File: src/pkg/ude_defs.svh
// Register offsets, field positions and reset values of the endpoint block.
// Assumes byte addresses on a 32-bit AHB-Lite bus, one word per register.
`ifndef UDE_DEFS_SVH
`define UDE_DEFS_SVH

// Byte offsets of the registers.
`define UDE_OFF_CTRL   8'h00
`define UDE_OFF_INFLG  8'h04
`define UDE_OFF_OUTFLG 8'h08
`define UDE_OFF_SIZE0  8'h0C
`define UDE_OFF_CFG    8'h10

// Endpoint control fields.
`define UDE_B_ENA   31
`define UDE_B_DIS   30
`define UDE_B_ONE   29
`define UDE_B_ZERO  28
`define UDE_B_SETRF 27
`define UDE_B_CLRRF 26
`define UDE_B_STALL 21
`define UDE_B_FWD   20
`define UDE_B_KINDH 19
`define UDE_B_KINDL 18
`define UDE_B_RFS   17
`define UDE_B_TGL   16
`define UDE_B_ACT   15
`define UDE_B_MAXH  10

// Event flag positions of the IN and OUT flag registers.
`define UDE_F_FLOW  7
`define UDE_F_NAKEF 6
`define UDE_F_DRY   4
`define UDE_F_OFF   4
`define UDE_F_TMO   3
`define UDE_F_SUPD  3
`define UDE_F_BERR  2
`define UDE_F_DISD  1
`define UDE_F_DONE  0
`define UDE_F_NYET  14
`define UDE_F_NAKS  13
`define UDE_F_B2B   6

// Writable flag masks, reset values and the back-to-back SETUP limit.
`define UDE_IN_MASK  32'h0000005F
`define UDE_OUT_MASK 32'h0000605F
`define UDE_RST_MAXPKT 11'h000
`define UDE_SETUP_MAX 2'h3

`endif

File: src/pkg/ude_pkg.sv
// Types shared by the endpoint block: transfer kinds, answers, bus states.
// Assumes nothing beyond a SystemVerilog compiler.
`default_nettype none
package ude_pkg;
  // Transfer kind of the endpoint.
  typedef enum logic [1:0] {
    KIND_CTRL = 2'b00,
    KIND_ISO  = 2'b01,
    KIND_BULK = 2'b10,
    KIND_INTR = 2'b11
  } ude_kind_t;
  // Handshake chosen for a token.
  typedef enum logic [2:0] {
    RESP_NONE  = 3'b000,
    RESP_ACK   = 3'b001,
    RESP_NAK   = 3'b010,
    RESP_STALL = 3'b011,
    RESP_DATA  = 3'b100,
    RESP_ZLP   = 3'b101
  } ude_resp_t;
  // Bus slave phase.
  typedef enum logic [1:0] {
    BUS_IDLE = 2'b00,
    BUS_WR   = 2'b01,
    BUS_RD   = 2'b10,
    BUS_RDY  = 2'b11
  } ude_bus_t;
endpackage
`default_nettype wire

File: src/logic/ude_endpoint_ctrl.sv
// Device endpoint control: control word, IN and OUT event flags,
// endpoint 0 IN transfer counters and the token answer logic.
// Assumes the packet engine drives its events on hclk as one-cycle pulses.
//
// The implementer's own choices: the register addresses and the AHB-Lite slave port.
`default_nettype none
`include "ude_defs.svh"

module ude_endpoint_ctrl
  import ude_pkg::*;
#(
  parameter int unsigned EP_NUM      = 1,  // Endpoint number.
  parameter bit          HS_INSTANCE = 1'b1 // Fast instance with DMA.
) (
  // Clock and reset.
  input  wire logic        hclk,
  input  wire logic        hresetn,
  // AHB-Lite slave.
  input  wire logic        hsel,
  input  wire logic [31:0] haddr,
  input  wire logic [1:0]  htrans,
  input  wire logic        hwrite,
  input  wire logic [2:0]  hsize,
  input  wire logic [31:0] hwdata,
  input  wire logic        hready,
  output logic             hreadyout,
  output logic             hresp,
  output logic [31:0]      hrdata,
  // Tokens and engine levels.
  input  wire logic        tok_setup,
  input  wire logic        tok_in,
  input  wire logic        tok_out,
  input  wire logic        in_fifo_empty,
  input  wire logic        in_fifo_half,
  input  wire logic        rx_fifo_room,
  input  wire logic        global_in_nak,
  input  wire logic        global_out_nak,
  // Engine event pulses.
  input  wire logic        data_ok_evt,
  input  wire logic        setup_done_evt,
  input  wire logic        in_timeout_evt,
  input  wire logic        in_bus_err_evt,
  input  wire logic        out_bus_err_evt,
  input  wire logic        in_xfer_done_evt,
  input  wire logic        out_xfer_done_evt,
  input  wire logic        nyet_sent_evt,
  input  wire logic        nak_rcvd_evt,
  input  wire logic        usb_bus_reset,
  input  wire logic        pkt_read_evt,
  input  wire logic        pkt_written_evt,
  input  wire logic [6:0]  pkt_bytes,
  // Answers and status.
  output ude_resp_t        hs_resp,
  output logic             forward_unchecked,
  output logic             endpoint_enable_bit,
  output logic             any_in_endpoint_event,
  output logic             any_out_endpoint_event
);

  // True when the latched word address selects the given offset.
  function automatic logic ude_hit(input logic [7:0] a, input logic [7:0] off);
    return a[7:2] == off[7:2];
  endfunction

  // Bus phase and latched address.
  ude_bus_t    bus_reg;
  logic [7:0]  addr_reg;
  logic [31:0] hrdata_reg;

  // Control word state.
  logic        enable_reg;
  logic        dis_req_reg;
  logic        dis_done_reg;
  logic        stall_reg;
  logic        unchecked_forward_mode_reg;
  ude_kind_t   transfer_kind_reg;
  logic        refusing_flag_reg;
  logic        refusing_d_reg;
  logic        next_data_toggle_reg;
  logic        endpoint_active_reg;
  logic [10:0] max_packet_bytes_reg;
  logic        fifo_level_reg;  // 1: flag on fully empty.
  logic        dma_mode_reg;

  // Event flags and counters.
  logic [31:0] in_flags_reg;
  logic [31:0] out_flags_reg;
  logic [1:0]  setup_cnt_reg;
  logic        setup_pend_reg;
  logic [1:0]  packet_counter_reg;
  logic [6:0]  byte_counter_reg;

  // Decoded strobes and events.
  logic        take;
  logic        wr_en;
  logic [31:0] rd_mux;
  logic        tx_fifo_low;
  logic        is_iso;
  logic        in_refused;
  logic        bytes_zero_evt;
  logic [31:0] in_set;
  logic [31:0] in_clr;
  logic [31:0] out_set;
  logic [31:0] out_clr;

  assign take  = hsel && htrans[1] && hready;
  assign wr_en = (bus_reg == BUS_WR);
  assign is_iso = (transfer_kind_reg == KIND_ISO);
  // Reads insert one wait state so a write just before is seen.
  assign hreadyout = (bus_reg != BUS_RD);
  assign hresp     = 1'b0;
  assign hrdata    = hrdata_reg;

  // Bus phase tracker; hsize is ignored since only words are used.
  always_ff @(posedge hclk or negedge hresetn) begin
    if (!hresetn) begin
      bus_reg  <= BUS_IDLE;
      addr_reg <= 8'h00;
    end else begin
      case (bus_reg)
        BUS_RD: begin
          bus_reg <= BUS_RDY;
        end
        BUS_IDLE, BUS_WR, BUS_RDY: begin
          if (take) begin
            addr_reg <= haddr[7:0];
            bus_reg  <= hwrite ? BUS_WR : BUS_RD;
          end else begin
            bus_reg <= BUS_IDLE;
          end
        end
        default: begin
          bus_reg <= BUS_IDLE;
        end
      endcase
    end
  end

  // Read mux; unmapped words read zero.
  always_comb begin
    rd_mux = 32'h00000000;
    if (ude_hit(addr_reg, `UDE_OFF_CTRL)) begin
      rd_mux[`UDE_B_ENA]   = enable_reg;
      rd_mux[`UDE_B_DIS]   = dis_req_reg;
      rd_mux[`UDE_B_STALL] = stall_reg;
      rd_mux[`UDE_B_FWD]   = unchecked_forward_mode_reg;
      rd_mux[`UDE_B_KINDH:`UDE_B_KINDL] = transfer_kind_reg;
      rd_mux[`UDE_B_RFS]   = refusing_flag_reg;
      rd_mux[`UDE_B_TGL]   = next_data_toggle_reg;
      rd_mux[`UDE_B_ACT]   = endpoint_active_reg;
      rd_mux[`UDE_B_MAXH:0] = max_packet_bytes_reg;
    end else if (ude_hit(addr_reg, `UDE_OFF_INFLG)) begin
      rd_mux = in_flags_reg;
      rd_mux[`UDE_F_FLOW] = tx_fifo_low;
    end else if (ude_hit(addr_reg, `UDE_OFF_OUTFLG)) begin
      rd_mux = out_flags_reg;
    end else if (ude_hit(addr_reg, `UDE_OFF_SIZE0)) begin
      rd_mux[20:19] = packet_counter_reg;
      rd_mux[6:0]   = byte_counter_reg;
    end else if (ude_hit(addr_reg, `UDE_OFF_CFG)) begin
      rd_mux[1:0] = {dma_mode_reg, fifo_level_reg};
    end
  end

  // Read data is caught during the wait state.
  always_ff @(posedge hclk or negedge hresetn) begin
    if (!hresetn) begin
      hrdata_reg <= 32'h00000000;
    end else if (bus_reg == BUS_RD) begin
      hrdata_reg <= rd_mux;
    end
  end

  // Token answers; stall outranks every NAK, SETUP is always taken.
  always_comb begin
    in_refused = refusing_flag_reg || global_in_nak || in_fifo_empty;
    hs_resp    = RESP_NONE;
    if (tok_setup) begin
      hs_resp = RESP_ACK;
    end else if ((tok_in || tok_out) && stall_reg) begin
      hs_resp = RESP_STALL;
    end else if (tok_out) begin
      // Room in the receive FIFO does not help a refusing endpoint.
      hs_resp = (refusing_flag_reg || global_out_nak || !rx_fifo_room)
                ? RESP_NAK : RESP_ACK;
    end else if (tok_in) begin
      if (in_refused) begin
        hs_resp = is_iso ? RESP_ZLP : RESP_NAK;
      end else begin
        hs_resp = RESP_DATA;
      end
    end
  end

  // The FIFO-low level follows the configured threshold.
  assign tx_fifo_low = fifo_level_reg ? in_fifo_empty : in_fifo_half;

  // Software fields of the control word and the configuration word.
  always_ff @(posedge hclk or negedge hresetn) begin
    if (!hresetn) begin
      stall_reg                  <= 1'b0;
      unchecked_forward_mode_reg <= 1'b0;
      transfer_kind_reg          <= KIND_CTRL;
      max_packet_bytes_reg       <= `UDE_RST_MAXPKT;
      fifo_level_reg             <= 1'b0;
      dma_mode_reg               <= 1'b0;
    end else if (wr_en && ude_hit(addr_reg, `UDE_OFF_CTRL)) begin
      // Hardware never touches stall; only this write clears it.
      stall_reg                  <= hwdata[`UDE_B_STALL];
      unchecked_forward_mode_reg <= hwdata[`UDE_B_FWD];
      transfer_kind_reg <= ude_kind_t'(hwdata[`UDE_B_KINDH:`UDE_B_KINDL]);
      max_packet_bytes_reg       <= hwdata[`UDE_B_MAXH:0];
    end else if (wr_en && ude_hit(addr_reg, `UDE_OFF_CFG)) begin
      fifo_level_reg <= hwdata[0];
      dma_mode_reg   <= hwdata[1];
    end
  end

  assign forward_unchecked = unchecked_forward_mode_reg;

  // Endpoint active: endpoint 0 comes up active and survives bus reset.
  always_ff @(posedge hclk or negedge hresetn) begin
    if (!hresetn) begin
      endpoint_active_reg <= (EP_NUM == 0);
    end else if (usb_bus_reset && (EP_NUM != 0)) begin
      endpoint_active_reg <= 1'b0;
    end else if (wr_en && ude_hit(addr_reg, `UDE_OFF_CTRL)) begin
      endpoint_active_reg <= hwdata[`UDE_B_ACT];
    end
  end

  // Enable and disable request; both are write-one-to-set.
  // Enable drops one cycle before the matching flag appears.
  always_ff @(posedge hclk or negedge hresetn) begin
    if (!hresetn) begin
      enable_reg   <= 1'b0;
      dis_req_reg  <= 1'b0;
      dis_done_reg <= 1'b0;
    end else begin
      dis_done_reg <= dis_req_reg;
      if (setup_done_evt || dis_req_reg) begin
        enable_reg  <= 1'b0;
        dis_req_reg <= 1'b0;
      end else if (wr_en && ude_hit(addr_reg, `UDE_OFF_CTRL)) begin
        if (hwdata[`UDE_B_ENA]) begin
          enable_reg <= 1'b1;
        end
        // A disable request only counts while the endpoint is on.
        if (hwdata[`UDE_B_DIS] && enable_reg) begin
          dis_req_reg <= 1'b1;
        end
      end
    end
  end

  assign endpoint_enable_bit = enable_reg;

  // Refusing flag: hardware sets win over a clear in the same cycle.
  always_ff @(posedge hclk or negedge hresetn) begin
    if (!hresetn) begin
      refusing_flag_reg <= 1'b0;
      refusing_d_reg    <= 1'b0;
    end else begin
      refusing_d_reg <= refusing_flag_reg;
      if (in_xfer_done_evt || out_xfer_done_evt || tok_setup) begin
        refusing_flag_reg <= 1'b1;
      end else if (wr_en && ude_hit(addr_reg, `UDE_OFF_CTRL)) begin
        if (hwdata[`UDE_B_SETRF]) begin
          refusing_flag_reg <= 1'b1;
        end else if (hwdata[`UDE_B_CLRRF]) begin
          refusing_flag_reg <= 1'b0;
        end
      end
    end
  end

  // Next data toggle, or frame parity on isochronous endpoints.
  always_ff @(posedge hclk or negedge hresetn) begin
    if (!hresetn) begin
      next_data_toggle_reg <= 1'b0;
    end else if (wr_en && ude_hit(addr_reg, `UDE_OFF_CTRL)
                 && (hwdata[`UDE_B_ONE] || hwdata[`UDE_B_ZERO])) begin
      // Same strobes force DATA1/odd or DATA0/even.
      next_data_toggle_reg <= hwdata[`UDE_B_ONE];
    end else if (data_ok_evt && !is_iso) begin
      next_data_toggle_reg <= ~next_data_toggle_reg;
    end
  end

  // Back-to-back SETUP counter; any data token ends the burst.
  always_ff @(posedge hclk or negedge hresetn) begin
    if (!hresetn) begin
      setup_cnt_reg  <= 2'h0;
      setup_pend_reg <= 1'b0;
    end else begin
      setup_pend_reg <= setup_done_evt;
      if (tok_in || tok_out || setup_done_evt) begin
        setup_cnt_reg <= 2'h0;
      end else if (tok_setup && (setup_cnt_reg != `UDE_SETUP_MAX)) begin
        setup_cnt_reg <= setup_cnt_reg + 2'h1;
      end
    end
  end

  // Endpoint 0 IN counters; software may load them only while off.
  always_ff @(posedge hclk or negedge hresetn) begin
    if (!hresetn) begin
      packet_counter_reg <= 2'h0;
      byte_counter_reg   <= 7'h00;
    end else if (wr_en && ude_hit(addr_reg, `UDE_OFF_SIZE0) && !enable_reg) begin
      // Once enabled the hardware owns the counts; a stray write must not stall them.
      packet_counter_reg <= hwdata[20:19];
      byte_counter_reg   <= hwdata[6:0];
    end else begin
      if (pkt_read_evt && (packet_counter_reg != 2'h0)) begin
        packet_counter_reg <= packet_counter_reg - 2'h1;
      end
      if (pkt_written_evt) begin
        // Saturate so a short final packet cannot wrap the count.
        byte_counter_reg <= (byte_counter_reg > pkt_bytes)
                            ? byte_counter_reg - pkt_bytes : 7'h00;
      end
    end
  end

  assign bytes_zero_evt = pkt_written_evt && (byte_counter_reg != 7'h00)
                          && (byte_counter_reg <= pkt_bytes)
                          && !(wr_en && ude_hit(addr_reg, `UDE_OFF_SIZE0) && !enable_reg);

  // Set and clear vectors for the IN flags.
  always_comb begin
    in_set = 32'h00000000;
    in_clr = 32'h00000000;
    in_set[`UDE_F_NAKEF] = refusing_flag_reg && !refusing_d_reg
                           && enable_reg;
    in_set[`UDE_F_DRY]  = tok_in && in_fifo_empty;
    in_set[`UDE_F_TMO]  = in_timeout_evt
                          && (transfer_kind_reg == KIND_CTRL);
    in_set[`UDE_F_BERR] = in_bus_err_evt && HS_INSTANCE
                          && dma_mode_reg;
    in_set[`UDE_F_DISD] = dis_done_reg;
    in_set[`UDE_F_DONE] = in_xfer_done_evt || bytes_zero_evt;
    if (wr_en && ude_hit(addr_reg, `UDE_OFF_INFLG)) begin
      in_clr = hwdata & `UDE_IN_MASK;
    end
    if (wr_en && ude_hit(addr_reg, `UDE_OFF_CTRL) && hwdata[`UDE_B_CLRRF]) begin
      in_clr[`UDE_F_NAKEF] = 1'b1;
    end
  end

  // Set and clear vectors for the OUT flags.
  always_comb begin
    out_set = 32'h00000000;
    out_clr = 32'h00000000;
    out_set[`UDE_F_NYET] = nyet_sent_evt && !is_iso;
    out_set[`UDE_F_NAKS] = nak_rcvd_evt || (hs_resp == RESP_NAK)
                           || (hs_resp == RESP_ZLP);
    out_set[`UDE_F_B2B]  = tok_setup
                           && (setup_cnt_reg == `UDE_SETUP_MAX);
    out_set[`UDE_F_OFF]  = tok_out && !enable_reg
                           && (transfer_kind_reg == KIND_CTRL);
    out_set[`UDE_F_SUPD] = setup_pend_reg;
    out_set[`UDE_F_BERR] = out_bus_err_evt && HS_INSTANCE
                           && dma_mode_reg;
    out_set[`UDE_F_DISD] = dis_done_reg;
    out_set[`UDE_F_DONE] = out_xfer_done_evt;
    if (wr_en && ude_hit(addr_reg, `UDE_OFF_OUTFLG)) begin
      out_clr = hwdata & `UDE_OUT_MASK;
    end
  end

  // Sticky flags: a set in the clearing cycle survives.
  always_ff @(posedge hclk or negedge hresetn) begin
    if (!hresetn) begin
      in_flags_reg  <= 32'h00000000;
      out_flags_reg <= 32'h00000000;
    end else begin
      in_flags_reg  <= (in_flags_reg & ~in_clr) | in_set;
      out_flags_reg <= (out_flags_reg & ~out_clr) | out_set;
    end
  end

  // Summary lines fall as soon as the last flag is cleared.
  assign any_in_endpoint_event  = |in_flags_reg;
  assign any_out_endpoint_event = |out_flags_reg;

  // Checks on the answer logic and the flags.
  stall_resp_a: assert property (@(posedge hclk) disable iff (!hresetn)
    (tok_in || tok_out) && !tok_setup && stall_reg |-> hs_resp == RESP_STALL)
    else $error("stalled endpoint did not stall");
  setup_ack_a: assert property (@(posedge hclk) disable iff (!hresetn)
    tok_setup |-> hs_resp == RESP_ACK ##1 refusing_flag_reg)
    else $error("setup not acked or refusal not set");
  out_refuse_a: assert property (@(posedge hclk) disable iff (!hresetn)
    tok_out && !tok_setup && !stall_reg && refusing_flag_reg
    |-> hs_resp == RESP_NAK)
    else $error("refusing endpoint accepted data");
  iso_zlp_a: assert property (@(posedge hclk) disable iff (!hresetn)
    tok_in && !tok_setup && !stall_reg && refusing_flag_reg
    |-> hs_resp == (is_iso ? RESP_ZLP : RESP_NAK))
    else $error("refusing IN endpoint sent data");
  bus_reset_a: assert property (@(posedge hclk) disable iff (!hresetn)
    usb_bus_reset |=> endpoint_active_reg == (EP_NUM == 0))
    else $error("active flag wrong after bus reset");
  dis_order_a: assert property (@(posedge hclk) disable iff (!hresetn)
    $rose(out_flags_reg[`UDE_F_DISD]) || $rose(out_flags_reg[`UDE_F_SUPD])
    |-> !$past(enable_reg))
    else $error("flag raised while endpoint still enabled");
  set_wins_a: assert property (@(posedge hclk) disable iff (!hresetn)
    in_set[`UDE_F_DONE] |=> in_flags_reg[`UDE_F_DONE] ##1 1'b1)
    else $error("raised flag lost to a clear");
  summary_clr_a: assert property (@(posedge hclk) disable iff (!hresetn)
    wr_en && ude_hit(addr_reg, `UDE_OFF_OUTFLG) && (out_set == 32'h0)
    && ((out_flags_reg & ~hwdata) == 32'h0) |=> !any_out_endpoint_event)
    else $error("summary stayed set after clear");
  byte_zero_a: assert property (@(posedge hclk) disable iff (!hresetn)
    bytes_zero_evt |=> byte_counter_reg == 7'h00 && in_flags_reg[`UDE_F_DONE])
    else $error("byte count zero not flagged");
  stall_keep_a: assert property (@(posedge hclk) disable iff (!hresetn)
    stall_reg && !(wr_en && ude_hit(addr_reg, `UDE_OFF_CTRL)) |=> stall_reg)
    else $error("stall cleared without software");

  // Main scenarios seen in simulation.
  setup_burst_c: cover property (@(posedge hclk) disable iff (!hresetn)
    tok_setup && (setup_cnt_reg == `UDE_SETUP_MAX));
  disable_c: cover property (@(posedge hclk) disable iff (!hresetn)
    dis_req_reg ##2 out_flags_reg[`UDE_F_DISD]);
  iso_zlp_c: cover property (@(posedge hclk) disable iff (!hresetn)
    hs_resp == RESP_ZLP);
  ep0_done_c: cover property (@(posedge hclk) disable iff (!hresetn)
    bytes_zero_evt);

endmodule // ude_endpoint_ctrl
`default_nettype wire

File: config.mk
export PLATFORM = sky130hd
export DESIGN_NAME = ude_endpoint_ctrl
export DESIGN_NICKNAME = d
export VERILOG_FILES = /design/src/pkg/ude_pkg.sv /design/src/logic/ude_endpoint_ctrl.sv
export VERILOG_INCLUDE_DIRS = /design/src /design/src/pkg
export SDC_FILE = /design/constraint.sdc
export NUM_CORES = 1
export LEC_CHECK = 0
export ABC_AREA = 1
export ABC_CLOCK_PERIOD_IN_PS = 2800
export BUFFER_PORTS_ARGS = -buffer_cell sky130_fd_sc_hd__buf_2
export CORE_AREA = 2 2 88 175
export CTS_CLUSTER_SIZE = 25
export DETAILED_ROUTE_END_ITERATION = 6
export DIE_AREA = 0 0 90 177
export GPL_ROUTABILITY_DRIVEN = 0
export PLACE_DENSITY = 0.53
export REMOVE_ABC_BUFFERS = 1
export SYNTH_ARGS = -nofsm -noshare
export SYNTH_HDL_FRONTEND = slang
export SYNTH_SLANG_ARGS = --single-unit
File: constraint.sdc
create_clock -name hclk -period 2.8 [get_ports hclk]
set_input_delay 0.14 -clock hclk [delete_from_list [all_inputs] [get_ports hclk]]
set_output_delay 0.14 -clock hclk [all_outputs]
set_load 0.01 [all_outputs]
==> reports/qor.csv <==
stage,metric,value,unit
clock_network,clockBufferDepth,2,
global_route,met1_usage,0.203,
synthesis,synth_edf_count,0,
timing,setup_violations,0,
global_route,grt_pass1_vias,3678,
power,ir_drop,329,uV
status,status,finished with violations,
job,cap_violations,0,
critical_path,path_buf_inv,2,
drt,vias,3783,
clock_network,clk_pin_slew,0.06,ns
global_route,grt_max_degree,81,
critical_path,worstSetupPathType,register to output port,
global_route,grt_usage,0.149,
synthesis,synthArstFlopShare,1.00,
synthesis,yosys-top-cells-count,"nand2_1, dfrtp_1, inv_1",
die,die_width,90,um
synthesis,yosysMostFrequentCell,nand2_1,
synthesis,yosysSeqAreaShare,0.466,
synthesis,synth_cell_types,41,
final_layout,area_growth_syn_to_layout,23.5,%
global_route,busiest_layer,met2,
die,fp.dieArea,15900,um^2
power,p_sw_frac,0.312,
timing,setup-tns-final,0,ns
power,clock_power_share,0.354,
timing,worst_pin_slew,1.02,ns
critical_path,path_max_fanout,5,
power,pwr-share-seq,0.422,
clock_network,worstSkewPairLatency,0.34,ns
timing,skew,0.00500,ns
final_layout,final_net_count,759,
critical_path,cp.required,2.66,ns
power,p_comb_frac,0.224,
synthesis,netlist_area,4300,um^2
die,std_cell_rows,63,
synthesis,synth_top_cell_area_share,0.466,
timing,grt_setup_unrepaired,no,
synthesis,synth_ff_type,dfrtp_1,
drt,drt_iter0_markers,151,
timing,finalHoldViolCount,20,
final_layout,largest_register_ff_count,22,
final_layout,drive_gt1_frac,0.213,
power,p_leak,2.76,nW
synthesis,synth_area_per_cell,7.87,um^2
drt,vias_per_cell,4.46,
timing,whs,-0.0449,ns
synthesis,ys_warn_count,0,
global_route,grt_pass1_wl,18800,um
final_layout,nFillCells,1626,
power,power_density,662,nW/um^2
critical_path,r2r_cells,5,
clock_network,cts_max_level,3,
clock_network,postCtsSetupBuffers,0,
critical_path,startpoint_type,register,
synthesis,synth-seq-cells,80,
global_route,antenna_found_initial,0,
drt,firstDrtPassIters,4,
synthesis,synth_area_leaders,"dfrtp_1, nand2_1, inv_1",
power,power_switching,1.10,mW
drt,drc,0,
drt,wl,11500,um
placed_design,portBuffers,92,
critical_path,cp_top_family,simple AND/OR/NAND/NOR gates,
critical_path,cpPeakStageDelay,0.43,ns
timing,slew_viol_final,0,
power,p_total,3.51,mW
synthesis,synth_top_area_cell,dfrtp_1,
die,die_y,177,um
critical_path,worstPathCellList,nor2_1 -> inv_1 -> nand2_1 -> nand2_1 -> nor2_1 -> buf_2,
final_layout,diodes,0,
drt,drt-wirelength-per-cell,13.6,um
global_route,grt_util_met3,0.0332,
status,violations,negative hold slack,
global_route,grt_overflow,0,
critical_path,critPathCaptureType,output port,
drt,antenna_left,0,
critical_path,cp.arrival,1.65,ns
die,num_io_pins,142,
timing,max-slew-margin-rel,0.321,
placed_design,dp_hpwl,8740,um
critical_path,cp.depth,6,
critical_path,cp_slowest_cell,dfrtp_1,
global_route,use_met2,0.238,
power,intPower,2.42,mW
synthesis,postSynthCellCount,546,
clock_network,cts-root-buf,clkbuf_16,
die,core,14700,um^2
clock_network,clock_sinks,80,
timing,fmax,0.558,GHz
clock_network,cts-buffers-inserted,9,
timing,fin_crit_sh,0.640,
hold_path,min_path_type,input port to async pin,
clock_network,cts_tree,built,
timing,min_period,1.79,ns
die,start_util,0.293,
## routing by layer
layer / vias up / share of wire
met5: - / 0
met4: 0 / 0.0081
met3: 8 / 0.047
met2: 101 / 0.48
met1: 1738 / 0.47
li1: 1936 / -
## final timing paths
| check | start | to | slack, ns |
|---|---|---|---|
| max | transfer_kind_reg[1]$_DFFE_PN0N_ | hs_resp[2] | 1.01 |
| min | hresetn | hrdata[20]$_DFFE_PN0N_ | -0.04 |
| max reg2reg | bus_reg[0]$_DFF_PN0_ | addr_reg[6]$_DFFE_PN0P_ | 1.01 |
| min reg2reg | dis_req_reg$_DFFE_PN0P_ | dis_done_reg$_DFF_PN0_ | 0.42 |
| max in group asynchronous | hresetn | hrdata[9]$_DFFE_PN0N_ | 2.17 |
| min in group hclk | hwdata[29] | next_data_toggle_reg$_DFFE_PN0P_ | 0.01 |
## repair_timing
item,CTS,global route
hold endpoints to repair,8,0
hold buffers,8,0
gates resized for setup,0,0
## cells by family (layout without fill, tap and decap cells)
| group | count (synthesis) | in the layout | synth area share |
|---|---|---|---|
| compound gates | 73 | 73 | 0.104 |
| xor+xnor | 1 | 1 | 0.00204 |
| fa+ha+maj | 10 | 10 | 0.0309 |
| buf+inv | 96 | 193 | 0.104 |
| flops | 80 | 80 | 0.466 |
| mux | 3 | 3 | 0.00786 |
| other cells | 1 | 11 | 0.000873 |
| simple gates | 282 | 282 | 0.285 |
## cell type report
type	instances	area (um^2)	area share
repair buffers	105	581	0.109
clock inverters	2	35.0	0.00660
multi-input cells	380	1890	0.356
clock buffers	14	284	0.0535
flip-flops and latches	80	2000	0.377
inverters	72	273	0.0514
well taps	195	244	0.0460
## through the flow
step                setup WS, ns   util  hold slack (ns)  instance area, um^2  instances
finish                      1.01  0.362          -0.0449                 5310        848
global route               0.801  0.362           0.0195                 5310        848
CTS                        0.989  0.362           0.0105                 5310        848
detailed placement         0.989  0.335            0.289                 4910        824
global placement            1.01  0.335            0.289                 4910        824
floorplan                  0.945      -           -0.156                 4160        532
## cells in the final DEF, fill, tap and decap left out, types with 2 or more instances in the layout
cell type / instances
nor3_1: 3
mux2_2: 3
ha_1: 9
a22oi_1: 3
nand4_1: 8
nand2_1: 165
buf_2: 91
clkbuf_8: 4
buf_4: 6
nand3b_1: 4
o211ai_1: 6
o21ai_0: 36
nor2_2: 8
nand3_1: 44
dlygate4sd3_1: 8
conb_1: 11
a21oi_1: 13
o21ai_1: 3
o31ai_2: 5
inv_2: 2
nor4_1: 3
inv_1: 68
nor2_1: 38
dfrtp_1: 80
clkbuf_16: 9
nor2_4: 3
o21bai_1: 2
nand2_2: 3
## worst register-to-register path, cell delays in order (launching register included)
cell	delay, ns
dfrtp_1	0.38
nor2_2	0.40
inv_1	0.11
buf_4	0.24
nand2_2	0.19
mux2_2	0.35
## power by group through the flow
stage	clock network (mW)	logic [mW]	registers, mW
after floorplan	0	0.494	1.49
after global placement	0	0.779	1.50
after detailed placement	0	0.790	1.50
after CTS	1.27	0.802	1.48
after global routing	1.32	0.908	1.51
final	1.24	0.788	1.48
(Power assumes the default switching activity.)
